**config.mk**
```make
export PLATFORM = sky130hd
export DESIGN_NAME = lifetime_timer
export DESIGN_NICKNAME = d
export VERILOG_FILES = /design/src/design/lifetime_timer_pkg.sv /design/src/design/lifetime_timer.sv /design/src/design/lifetime_tick_gen.sv
export SDC_FILE = /design/constraint.sdc
export NUM_CORES = 1
export LEC_CHECK = 0
export BUFFER_PORTS_ARGS = -buffer_cell sky130_fd_sc_hd__buf_2
export CORE_UTILIZATION = 40
export CTS_CLUSTER_DIAMETER = 200
export DETAILED_ROUTE_END_ITERATION = 6
export HOLD_SLACK_MARGIN = 0.15
export PLACE_DENSITY_LB_ADDON = 0.1
export REMOVE_ABC_BUFFERS = 1
export SYNTH_ARGS = -nofsm -noshare
export SYNTH_HDL_FRONTEND = slang
export SYNTH_HIERARCHICAL = 1
export SYNTH_SLANG_ARGS = --single-unit
```
**constraint.sdc**
```tcl
create_clock -name CORE_CLK -period 8.09 [get_ports CORE_CLK]
set_input_delay 0.809 -clock CORE_CLK [delete_from_list [all_inputs] [get_ports CORE_CLK]]
set_output_delay 0.809 -clock CORE_CLK [all_outputs]
set_load 0.03 [all_outputs]
```
**src/design/lifetime_timer_pkg.sv**
```systemverilog
package lifetime_timer_pkg;

  // Register byte offsets
  localparam logic [7:0] LOAD_OFS     = 8'h00;  // Load value, read/write
  localparam logic [7:0] VAL_LOW_OFS  = 8'h04;  // Count bits 15:0, read only
  localparam logic [7:0] VAL_HIGH_OFS = 8'h08;  // Count bits 47:16, read only
  localparam logic [7:0] CONTROL_OFS  = 8'h0C;  // Control, read/write
  localparam logic [7:0] CLEAR_OFS    = 8'h10;  // Interrupt clear, write only
  localparam logic [7:0] CAPTURE_OFS  = 8'h14;  // Captured count, read only

  // Control field positions
  localparam int PRESCALE_LSB = 0;   // Prescaler code 3:0
  localparam int FORMAT_LSB   = 4;   // Format field 5:4
  localparam int PERIODIC_BIT = 6;   // Periodic mode
  localparam int ENABLE_BIT   = 7;   // Timer enable
  localparam int COUNT_UP_BIT = 8;   // Count direction
  localparam int CLK_SEL_LSB  = 9;   // Clock select 10:9
  localparam int EVENT_LSB    = 12;  // Capture event code 16:12
  localparam int CAP_EN_BIT   = 17;  // Capture enable
  localparam int CONTROL_W    = 18;  // Implemented control width

  // Reset values
  localparam logic [CONTROL_W-1:0] CONTROL_RST = 18'h00000;
  localparam logic [31:0]          LOAD_RST    = 32'h00000000;
  localparam logic [47:0]          COUNT_RST   = 48'h000000000000;
  localparam logic [15:0]          CAPTURE_RST = 16'h0000;

  // Format codes in control 5:4
  localparam logic [1:0] FMT_BIN16 = 2'h0;  // 16-bit up/down
  localparam logic [1:0] FMT_BIN48 = 2'h1;  // 48-bit up from zero
  localparam logic [1:0] FMT_ALT16 = 2'h2;  // Treated as 16-bit
  localparam logic [1:0] FMT_HMS   = 2'h3;  // Hours:minutes:seconds:1/128

  // Clock source codes
  localparam logic [1:0] CLK_OSC32  = 2'h0;  // Internal 32 kHz oscillator
  localparam logic [1:0] CLK_UNDIV  = 2'h1;  // Undivided PLL clock
  localparam logic [1:0] CLK_XTAL32 = 2'h2;  // External 32 kHz crystal
  localparam logic [1:0] CLK_CORE   = 2'h3;  // Core clock

  // Prescaler codes and their terminal counts (divisor minus one)
  localparam logic [3:0]  PRE_DIV1      = 4'h0;
  localparam logic [3:0]  PRE_DIV16     = 4'h4;
  localparam logic [3:0]  PRE_DIV256    = 4'h8;
  localparam logic [3:0]  PRE_DIV32768  = 4'hF;
  localparam logic [14:0] LIM_DIV1      = 15'h0000;
  localparam logic [14:0] LIM_DIV16     = 15'h000F;
  localparam logic [14:0] LIM_DIV256    = 15'h00FF;
  localparam logic [14:0] LIM_DIV32768  = 15'h7FFF;

  // Capture event codes
  localparam logic [4:0] EVT_SELF      = 5'h00;  // The lifetime timer itself
  localparam logic [4:0] EVT_CONVERTER = 5'h0A;  // Converter
  localparam logic [4:0] EVT_EXT_IRQ0  = 5'h11;  // External interrupt pin zero
  localparam int         EVT_COUNT     = 18;     // Codes 0 to 17

  // Time-of-day field limits and layout mask
  localparam logic [6:0]  HMS_SUB_MAX = 7'h7F;
  localparam logic [5:0]  HMS_SEC_MAX = 6'h3B;
  localparam logic [7:0]  HMS_HR_MAX  = 8'hFF;
  localparam logic [31:0] HMS_MASK    = 32'hFF3F3F7F;
  localparam logic [31:0] HMS_FULL    = 32'hFF3B3B7F;

endpackage : lifetime_timer_pkg

```
**src/design/lifetime_timer.sv**
```systemverilog
`timescale 1ns/10ps
// Functional notes
// Free-running wraps to max or minimum
// Periodic restarts from the load value
// Count readable any time, undisturbed
// Control write with enable starts timer
// Interrupt at zero or full scale
// Any clear-register write drops interrupt; code keeps it set if a terminal step falls in the same cycle
// Five-bit code selects capture source
// Software picks 32 kHz, divide 256
// Time-of-day fields with zero gaps
// Format field 5:4 selects layout
// 48-bit up or 16-bit up/down
// Four selectable clock sources
// 48-bit counts up from zero
// 16-bit load value enters the counter
// Capture copies count, count continues
// Reload on overflow and on clear
// Capture enable 17, event 16:12
// Clock select field at 10:9
// Prescaler field at 3:0
// Direction, enable, periodic, width bits
// Capture on rising edge only
// Interrupt sticky; set beats clear
module lifetime_timer
  import lifetime_timer_pkg::*;
(
  input  wire logic                 CORE_CLK,
  input  wire logic                 RESETN,
  input  wire logic                 CLK_EN,
  input  wire logic [7:0]           ADDR,
  input  wire logic [31:0]          WDATA,
  input  wire logic                 WR,
  input  wire logic                 RD,
  output logic      [31:0]          RDATA,
  input  wire logic [EVT_COUNT-1:1] IRQ_SOURCES,
  input  wire logic                 OSC32K_IN,
  input  wire logic                 XTAL32K_IN,
  input  wire logic                 UNDIVIDED_PLL_CLOCK,
  output logic                      TIMER_IRQ
);

  logic [CONTROL_W-1:0] control_r;   // Control register
  logic [31:0]          load_r;      // Load value
  logic [47:0]          count_r;     // Running count
  logic [15:0]          capture_r;   // Captured count
  logic                 src_prev_r;  // Last sampled capture source
  logic                 tick;        // Prescaled count step
  logic [EVT_COUNT-1:0] src_vec;     // All capture sources
  logic                 src_sel;     // Chosen capture source
  logic                 cap_fire;    // Capture event this cycle
  logic                 wr_load;     // Write decodes
  logic                 wr_ctrl;
  logic                 wr_clear;
  logic                 at_term;     // Count sits at zero or full scale
  logic                 term_evt;    // Terminal step taken this cycle
  logic [47:0]          wrap_val;    // Value after a terminal step
  logic [47:0]          reload_val;  // Value on a clear write
  logic [47:0]          step_val;    // Value after a normal step

  // Control field views
  logic [1:0] fmt;
  logic       periodic;
  logic       enabled;
  logic       count_up;
  logic       cap_en;
  logic [4:0] evt_code;

  assign fmt      = control_r[FORMAT_LSB +: 2];
  assign periodic = control_r[PERIODIC_BIT];
  assign enabled  = control_r[ENABLE_BIT];
  assign count_up = control_r[COUNT_UP_BIT];
  assign cap_en   = control_r[CAP_EN_BIT];
  assign evt_code = control_r[EVENT_LSB +: 5];

  function automatic logic is16(input logic [1:0] f);
    return (f == FMT_BIN16) || (f == FMT_ALT16);
  endfunction : is16

  // Time-of-day increment: 1/128, seconds, minutes, then hours
  function automatic logic [31:0] hms_step(input logic [31:0] t);
    logic [31:0] r;
    r = t & HMS_MASK;
    if (r[6:0] != HMS_SUB_MAX) begin
      r[6:0] = r[6:0] + 7'h01;
    end else begin
      r[6:0] = 7'h00;
      if (r[13:8] != HMS_SEC_MAX) begin
        r[13:8] = r[13:8] + 6'h01;
      end else begin
        r[13:8] = 6'h00;
        if (r[21:16] != HMS_SEC_MAX) begin
          r[21:16] = r[21:16] + 6'h01;
        end else begin
          r[21:16] = 6'h00;
          r[31:24] = r[31:24] + 8'h01;
        end
      end
    end
    return r;
  endfunction : hms_step

  // Restart value after a terminal step, also used when starting
  function automatic logic [47:0] wrap_value(input logic [1:0] f, input logic per,
                                             input logic up, input logic [31:0] ld);
    if (is16(f)) begin
      if (per)
        return {32'h00000000, ld[15:0]};
      else if (up)
        return 48'h000000000000;
      else
        return 48'h00000000FFFF;
    end else if (f == FMT_HMS) begin
      return per ? {16'h0000, ld & HMS_MASK} : 48'h000000000000;
    end else begin
      return 48'h000000000000;
    end
  endfunction : wrap_value

  // Bus decode; every register access is frozen with the clock enable
  always_comb begin
    wr_load  = 1'b0;
    wr_ctrl  = 1'b0;
    wr_clear = 1'b0;
    if (CLK_EN && WR) begin
      if (ADDR == LOAD_OFS)
        wr_load = 1'b1;
      else if (ADDR == CONTROL_OFS)
        wr_ctrl = 1'b1;
      else if (ADDR == CLEAR_OFS)
        wr_clear = 1'b1;
    end
  end

  // Count arithmetic
  always_comb begin
    wrap_val   = wrap_value(fmt, periodic, count_up, load_r);
    reload_val = (fmt == FMT_BIN48) ? 48'h000000000000 :
                 (fmt == FMT_HMS) ? {16'h0000, load_r & HMS_MASK} :
                 {32'h00000000, load_r[15:0]};
    if (is16(fmt)) begin
      at_term  = count_up ? (count_r[15:0] == 16'hFFFF) : (count_r[15:0] == 16'h0000);
      step_val = {32'h00000000, count_up ? count_r[15:0] + 16'h0001
                                         : count_r[15:0] - 16'h0001};
    end else if (fmt == FMT_HMS) begin
      at_term  = (count_r[31:0] == HMS_FULL);
      step_val = {16'h0000, hms_step(count_r[31:0])};
    end else begin
      at_term  = (count_r == 48'hFFFFFFFFFFFF);
      step_val = count_r + 48'h000000000001;
    end
    term_evt = CLK_EN && enabled && tick && at_term;
  end

  // Prescaled source-clock steps
  lifetime_tick_gen u_tick (
    .clk      (CORE_CLK),
    .rst_n    (RESETN),
    .ce       (CLK_EN),
    .run      (enabled),
    .clk_sel  (control_r[CLK_SEL_LSB +: 2]),
    .prescale (control_r[PRESCALE_LSB +: 4]),
    .osc_in   (OSC32K_IN),
    .xtal_in  (XTAL32K_IN),
    .undiv_in (UNDIVIDED_PLL_CLOCK),
    .tick     (tick)
  );

  // Control register; bits 31:18 are not stored and read as zero, reserved bit 11 is stored and read back
  always_ff @(posedge CORE_CLK or negedge RESETN) begin
    if (!RESETN)
      control_r <= CONTROL_RST;
    else if (wr_ctrl)
      control_r <= WDATA[CONTROL_W-1:0];
  end

  // Load register; wide enough for the time-of-day layout
  always_ff @(posedge CORE_CLK or negedge RESETN) begin
    if (!RESETN)
      load_r <= LOAD_RST;
    else if (wr_load)
      load_r <= WDATA;
  end

  // Counter: writes first, then steps; reads never touch it
  always_ff @(posedge CORE_CLK or negedge RESETN) begin
    if (!RESETN) begin
      count_r <= COUNT_RST;
    end else if (CLK_EN) begin
      if (wr_ctrl && WDATA[ENABLE_BIT] && !enabled) begin
        // Starting: seed from the freshly written settings
        count_r <= wrap_value(WDATA[FORMAT_LSB +: 2], WDATA[PERIODIC_BIT],
                              WDATA[COUNT_UP_BIT], load_r);
      end else if (wr_clear) begin
        count_r <= reload_val;
      end else if (wr_load && is16(fmt)) begin
        count_r <= {32'h00000000, WDATA[15:0]};
      end else if (term_evt) begin
        count_r <= wrap_val;
      end else if (enabled && tick) begin
        count_r <= step_val;
      end
    end
  end

  // Interrupt flag: a terminal step in the clear cycle keeps it set
  always_ff @(posedge CORE_CLK or negedge RESETN) begin
    if (!RESETN)
      TIMER_IRQ <= 1'b0;
    else if (term_evt)
      TIMER_IRQ <= 1'b1;
    else if (wr_clear)
      TIMER_IRQ <= 1'b0;
  end

  // Capture source selection; unused codes select nothing
  always_comb begin
    src_vec = {IRQ_SOURCES, TIMER_IRQ};  // Code 0 is this timer
    if (evt_code < 5'(EVT_COUNT))
      src_sel = src_vec[evt_code];
    else
      src_sel = 1'b0;
    cap_fire = CLK_EN && cap_en && src_sel && !src_prev_r;
  end

  // Edge history; a held source captures only once
  always_ff @(posedge CORE_CLK or negedge RESETN) begin
    if (!RESETN)
      src_prev_r <= 1'b0;
    else if (CLK_EN)
      src_prev_r <= src_sel;
  end

  // Capture register; the counter keeps running
  always_ff @(posedge CORE_CLK or negedge RESETN) begin
    if (!RESETN)
      capture_r <= CAPTURE_RST;
    else if (cap_fire)
      capture_r <= count_r[15:0];
  end

  // Read data, valid only in the cycle after the strobe
  always_ff @(posedge CORE_CLK or negedge RESETN) begin
    if (!RESETN) begin
      RDATA <= 32'h00000000;
    end else if (CLK_EN) begin
      RDATA <= 32'h00000000;
      if (RD) begin
        if (ADDR == LOAD_OFS)
          RDATA <= load_r;
        else if (ADDR == VAL_LOW_OFS)
          RDATA <= {16'h0000, count_r[15:0]};
        else if (ADDR == VAL_HIGH_OFS)
          RDATA <= count_r[47:16];
        else if (ADDR == CONTROL_OFS)
          RDATA <= {14'h0000, control_r};
        else if (ADDR == CAPTURE_OFS)
          RDATA <= {16'h0000, capture_r};
      end
    end
  end
endmodule : lifetime_timer

```
**src/design/lifetime_tick_gen.sv**
```systemverilog
`timescale 1ns/10ps
module lifetime_tick_gen
  import lifetime_timer_pkg::*;
(
  input  wire logic       clk,
  input  wire logic       rst_n,
  input  wire logic       ce,
  input  wire logic       run,
  input  wire logic [1:0] clk_sel,
  input  wire logic [3:0] prescale,
  input  wire logic       osc_in,
  input  wire logic       xtal_in,
  input  wire logic       undiv_in,
  output logic            tick
);

  logic [2:0]  osc_s_r;    // Synchroniser plus edge history
  logic [2:0]  xtal_s_r;
  logic [2:0]  undiv_s_r;
  logic        src_pulse;  // One pulse per source clock rising edge
  logic [14:0] div_r;      // Prescaler count
  logic [14:0] div_lim;    // Terminal count of the prescaler

  function automatic logic [14:0] prescale_limit(input logic [3:0] code);
    // Undocumented codes fall back to divide-by-1
    if (code == PRE_DIV16)
      return LIM_DIV16;
    else if (code == PRE_DIV256)
      return LIM_DIV256;
    else if (code == PRE_DIV32768)
      return LIM_DIV32768;
    else
      return LIM_DIV1;
  endfunction : prescale_limit

  // Two flops before any logic; stage 0 is read only by stage 1
  always_ff @(posedge clk or negedge rst_n) begin
    if (!rst_n) begin
      osc_s_r   <= 3'h0;
      xtal_s_r  <= 3'h0;
      undiv_s_r <= 3'h0;
    end else if (ce) begin
      osc_s_r   <= {osc_s_r[1:0], osc_in};
      xtal_s_r  <= {xtal_s_r[1:0], xtal_in};
      undiv_s_r <= {undiv_s_r[1:0], undiv_in};
    end
  end

  // Source select, edge found between stages 1 and 2
  always_comb begin
    div_lim = prescale_limit(prescale);
    case (clk_sel)
      CLK_OSC32:  src_pulse = osc_s_r[1] & ~osc_s_r[2];
      CLK_UNDIV:  src_pulse = undiv_s_r[1] & ~undiv_s_r[2];
      CLK_XTAL32: src_pulse = xtal_s_r[1] & ~xtal_s_r[2];
      default:    src_pulse = 1'b1;
    endcase
  end

  // Prescaler; restarts whenever the timer is stopped
  always_ff @(posedge clk or negedge rst_n) begin
    if (!rst_n) begin
      div_r <= 15'h0000;
      tick  <= 1'b0;
    end else if (ce) begin
      tick <= 1'b0;
      if (!run) begin
        div_r <= 15'h0000;
      end else if (src_pulse) begin
        if (div_r >= div_lim) begin
          div_r <= 15'h0000;
          tick  <= 1'b1;
        end else begin
          div_r <= div_r + 15'h0001;
        end
      end
    end
  end

endmodule : lifetime_tick_gen

```
==> results.json <==
{
  "stdcell_area_um2": 12600,
  "core_um2": 27300,
  "grt_pass1_vias": 9575,
  "fin_ws_ns": 3.70,
  "synth_top_area_share_pct": 38.5,
  "clk_pin_slew_ns": 0.08,
  "synth_edf_count": 0,
  "synth.cell_area_um2": 11200,
  "cts_buffers": 17,
  "setup_tns_ns": 0,
  "place_ws_ns": 3.35,
  "drv_cap": 0,
  "yosys_warnings": 6,
  "dp_hpwl_um": 27600,
  "synth_cell_type_count": 75,
  "ys_ff_latch": 173,
  "multiInputGateArea_um2": 6390,
  "mostFrequentLayoutCells": "173 x dfrtp_1, 112 x nand2_1, 96 x buf_2",
  "clk_latency_ns": 0.46,
  "r2r_cells": 9,
  "syn_inst": 1247,
  "final_common_cell": "dfrtp_1",
  "endpoint_kind": "register",
  "place.gp.congestion": 0.960,
  "grt_max_degree": 85,
  "power_leakage_nw": 5.38,
  "vdd_drop_max_uv": 148,
  "grt_pass1_wl_um": 58800,
  "synthArstFlopShare_pct": 100,
  "slew_headroom_pct": 19.3,
  "area.growth.synth_to_final_pct": 12.2,
  "cts_num_sinks": 173,
  "crit_path_max_fanout": 58,
  "io_buffer_count": 97,
  "die_h_um": 170,
  "fmax_mhz": 228,
  "regArea_um2": 4330,
  "arrival_ns": 4.73,
  "timing_hold_violations_final": 0,
  "cts_max_level": 4,
  "worst_pin_slew_ns": 1.20,
  "antenna_left": 0,
  "rows": 60,
  "drt-pass1-iter-count": 6,
  "cts_max_path_buffers": 2,
  "wl_um": 38200,
  "die_area_um2": 28800,
  "yosys.area.top_type": "dfrtp_1",
  "grt_usage_pct": 27.0,
  "layout.nets": 1408,
  "ctsHoldBuffers": 0,
  "root_buffer": "clkbuf_16",
  "slowest_stage": "nor4bb_1",
  "die_w_um": 170,
  "drc": 0,
  "cts_tree": "yes",
  "ys_seq_area_share_pct": 38.5,
  "critical_path_buf_inv_count": 3,
  "hold_class": "in2async",
  "num_antenna_cells": 0,
  "setup_viol": 0,
  "drive_gt1_share_pct": 18.9,
  "finish.utilization_pct": 46.2,
  "critPathLaunchType": "input port",
  "worstPathCellList": "buf_2 > buf_4 > nor4bb_1 > nand4_1 > nand4_1 > buf_4 > nand2_1 > nor4_1 > nand3_1 > xor2_1 > nor2_1",
  "cp_top_family": "simple AND/OR/NAND/NOR gates",
  "antenna_found_initial": 1,
  "clock_skew_ns": 0.0158,
  "min_period_over_period_pct": 54.3,
  "postCtsSetupBuffers": 0,
  "slowest_delay_ns": 0.86,
  "pin_count": 98,
  "status": "complete, no violations",
  "nFillCells": 2614,
  "rsz0062_at_grt": "no",
  "power_density_nw_per_um2": 173,
  "period_minus_slack_ns": 4.39,
  "cts-resized-gates": 0,
  "start_util_pct": 41.2,
  "grt_overflow": 0,
  "synth_flop_cell": "dfrtp_1",
  "synth_area_per_cell_um2": 9.01,
  "place_area_um2": 12000,
  "required_ns": 8.42,
  "finalMaxSlewViolations": 0,
  "drtIter0Drc": 1185,
  "cp.depth": 11,
  "via_per_inst": 6.14,
  "synth_area_leaders": "dfrtp_1 39%, mux2_2 7.6%, a21oi_1 4.2%",
  "crit_type": "in2reg",
  "routedWlPerCell_um": 22.6,
  "vias": 10376
}
==> synthesized netlist by cell type (all sizes together), types with 13 or more instances <==
library cell and number:
nand3 42, a21oi 95, and2 15, nor2 83, a22oi 28, o22ai 34
nand4 32, o21ai 92, clkbuf 54, nand2 112, nor4 13, ha 36
dfrtp 173, and3 18, a31oi 19, nor3 27, buf 17, mux2i 20
mux2 76, inv 62, or3 15, xnor2 20, a211oi 13
==> registers in the layout, summed over array words and instances (netlist names) <==
name and flops:
load_r 32, u_tick/xtal_s_r 3, capture_r 16, u_tick/undiv_s_r 3
u_tick/div_r 15, RDATA 32, control_r 18, TIMER_IRQ 1
u_tick/osc_s_r 3, u_tick/tick 1, count_r 48, src_prev_r 1
==> cells by family after synthesis <==
family,count (synthesis),share of synthesized area [%]
flops,173,38.5
fa+ha+maj,37,4.19
mux,106,11.4
buf+inv,133,4.77
xor+xnor,28,2.18
compound gates,369,20.9
simple gates,401,18.0
==> cell type report <==
class / instances / share of cell area [%]
clock buffers: 17 / 3.38
clock inverters: 15 / 1.30
inverters: 62 / 1.85
multi-input cells: 941 / 50.7
flip-flops and latches: 173 / 34.4
well taps: 372 / 3.69
repair buffers: 111 / 4.76
==> per-stage QoR <==
stage	hold slack [ns]	cells	power, W
after floorplan	0.464	1176	0.00118
after global placement	0.487	1659	0.00134
after detailed placement	0.488	1659	0.00134
after CTS	0.415	1691	0.00219
after global routing	0.447	1691	0.00226
final	0.392	1691	0.00218
==> worst register-to-register path, stage by stage (launching register included) <==
cell	delay, ns
dfrtp_1	0.58
ha_1	0.28
nand3_1	0.29
nor4_4	0.67
mux2i_2	0.26
a2111o_1	0.62
nor3_2	0.85
o211ai_1	0.27
o211ai_1	0.17
a21oi_1	0.11
==> power breakdown <==
group | switching (W) | internal [W] | leakage (nW) | total, W
logic | 0.000215 | 0.000159 | 2.74 | 0.000374
registers | 0.0000642 | 0.000892 | 2.36 | 0.000956
clock network | 0.000429 | 0.000416 | 0.290 | 0.000845
==> worst paths after layout <==
kind	endpoint	startpoint	slack, ns
setup / recovery	count_r[44]	CLK_EN	3.70
hold / removal	u_tick/div_r[5]	RESETN	0.39
setup reg to reg	count_r[13]	count_r[0]	3.86
hold reg to reg	u_tick/osc_s_r[0]	u_tick/osc_s_r[0]	0.51
max in group asynchronous	capture_r[12]	RESETN	6.47
min in group CORE_CLK	u_tick/osc_s_r[0]	u_tick/osc_s_r[0]	0.51
==> layer usage <==
layer / vias to the layer above / track usage [%] / routed length, µm
met5: - / 0 / 0
met4: 0 / 9.32 / 1010
met3: 62 / 4.80 / 2710
met2: 445 / 40.3 / 16800
met1: 5085 / 39.1 / 17700
li1: 4784 / - / -
(Power assumes the default switching activity.)
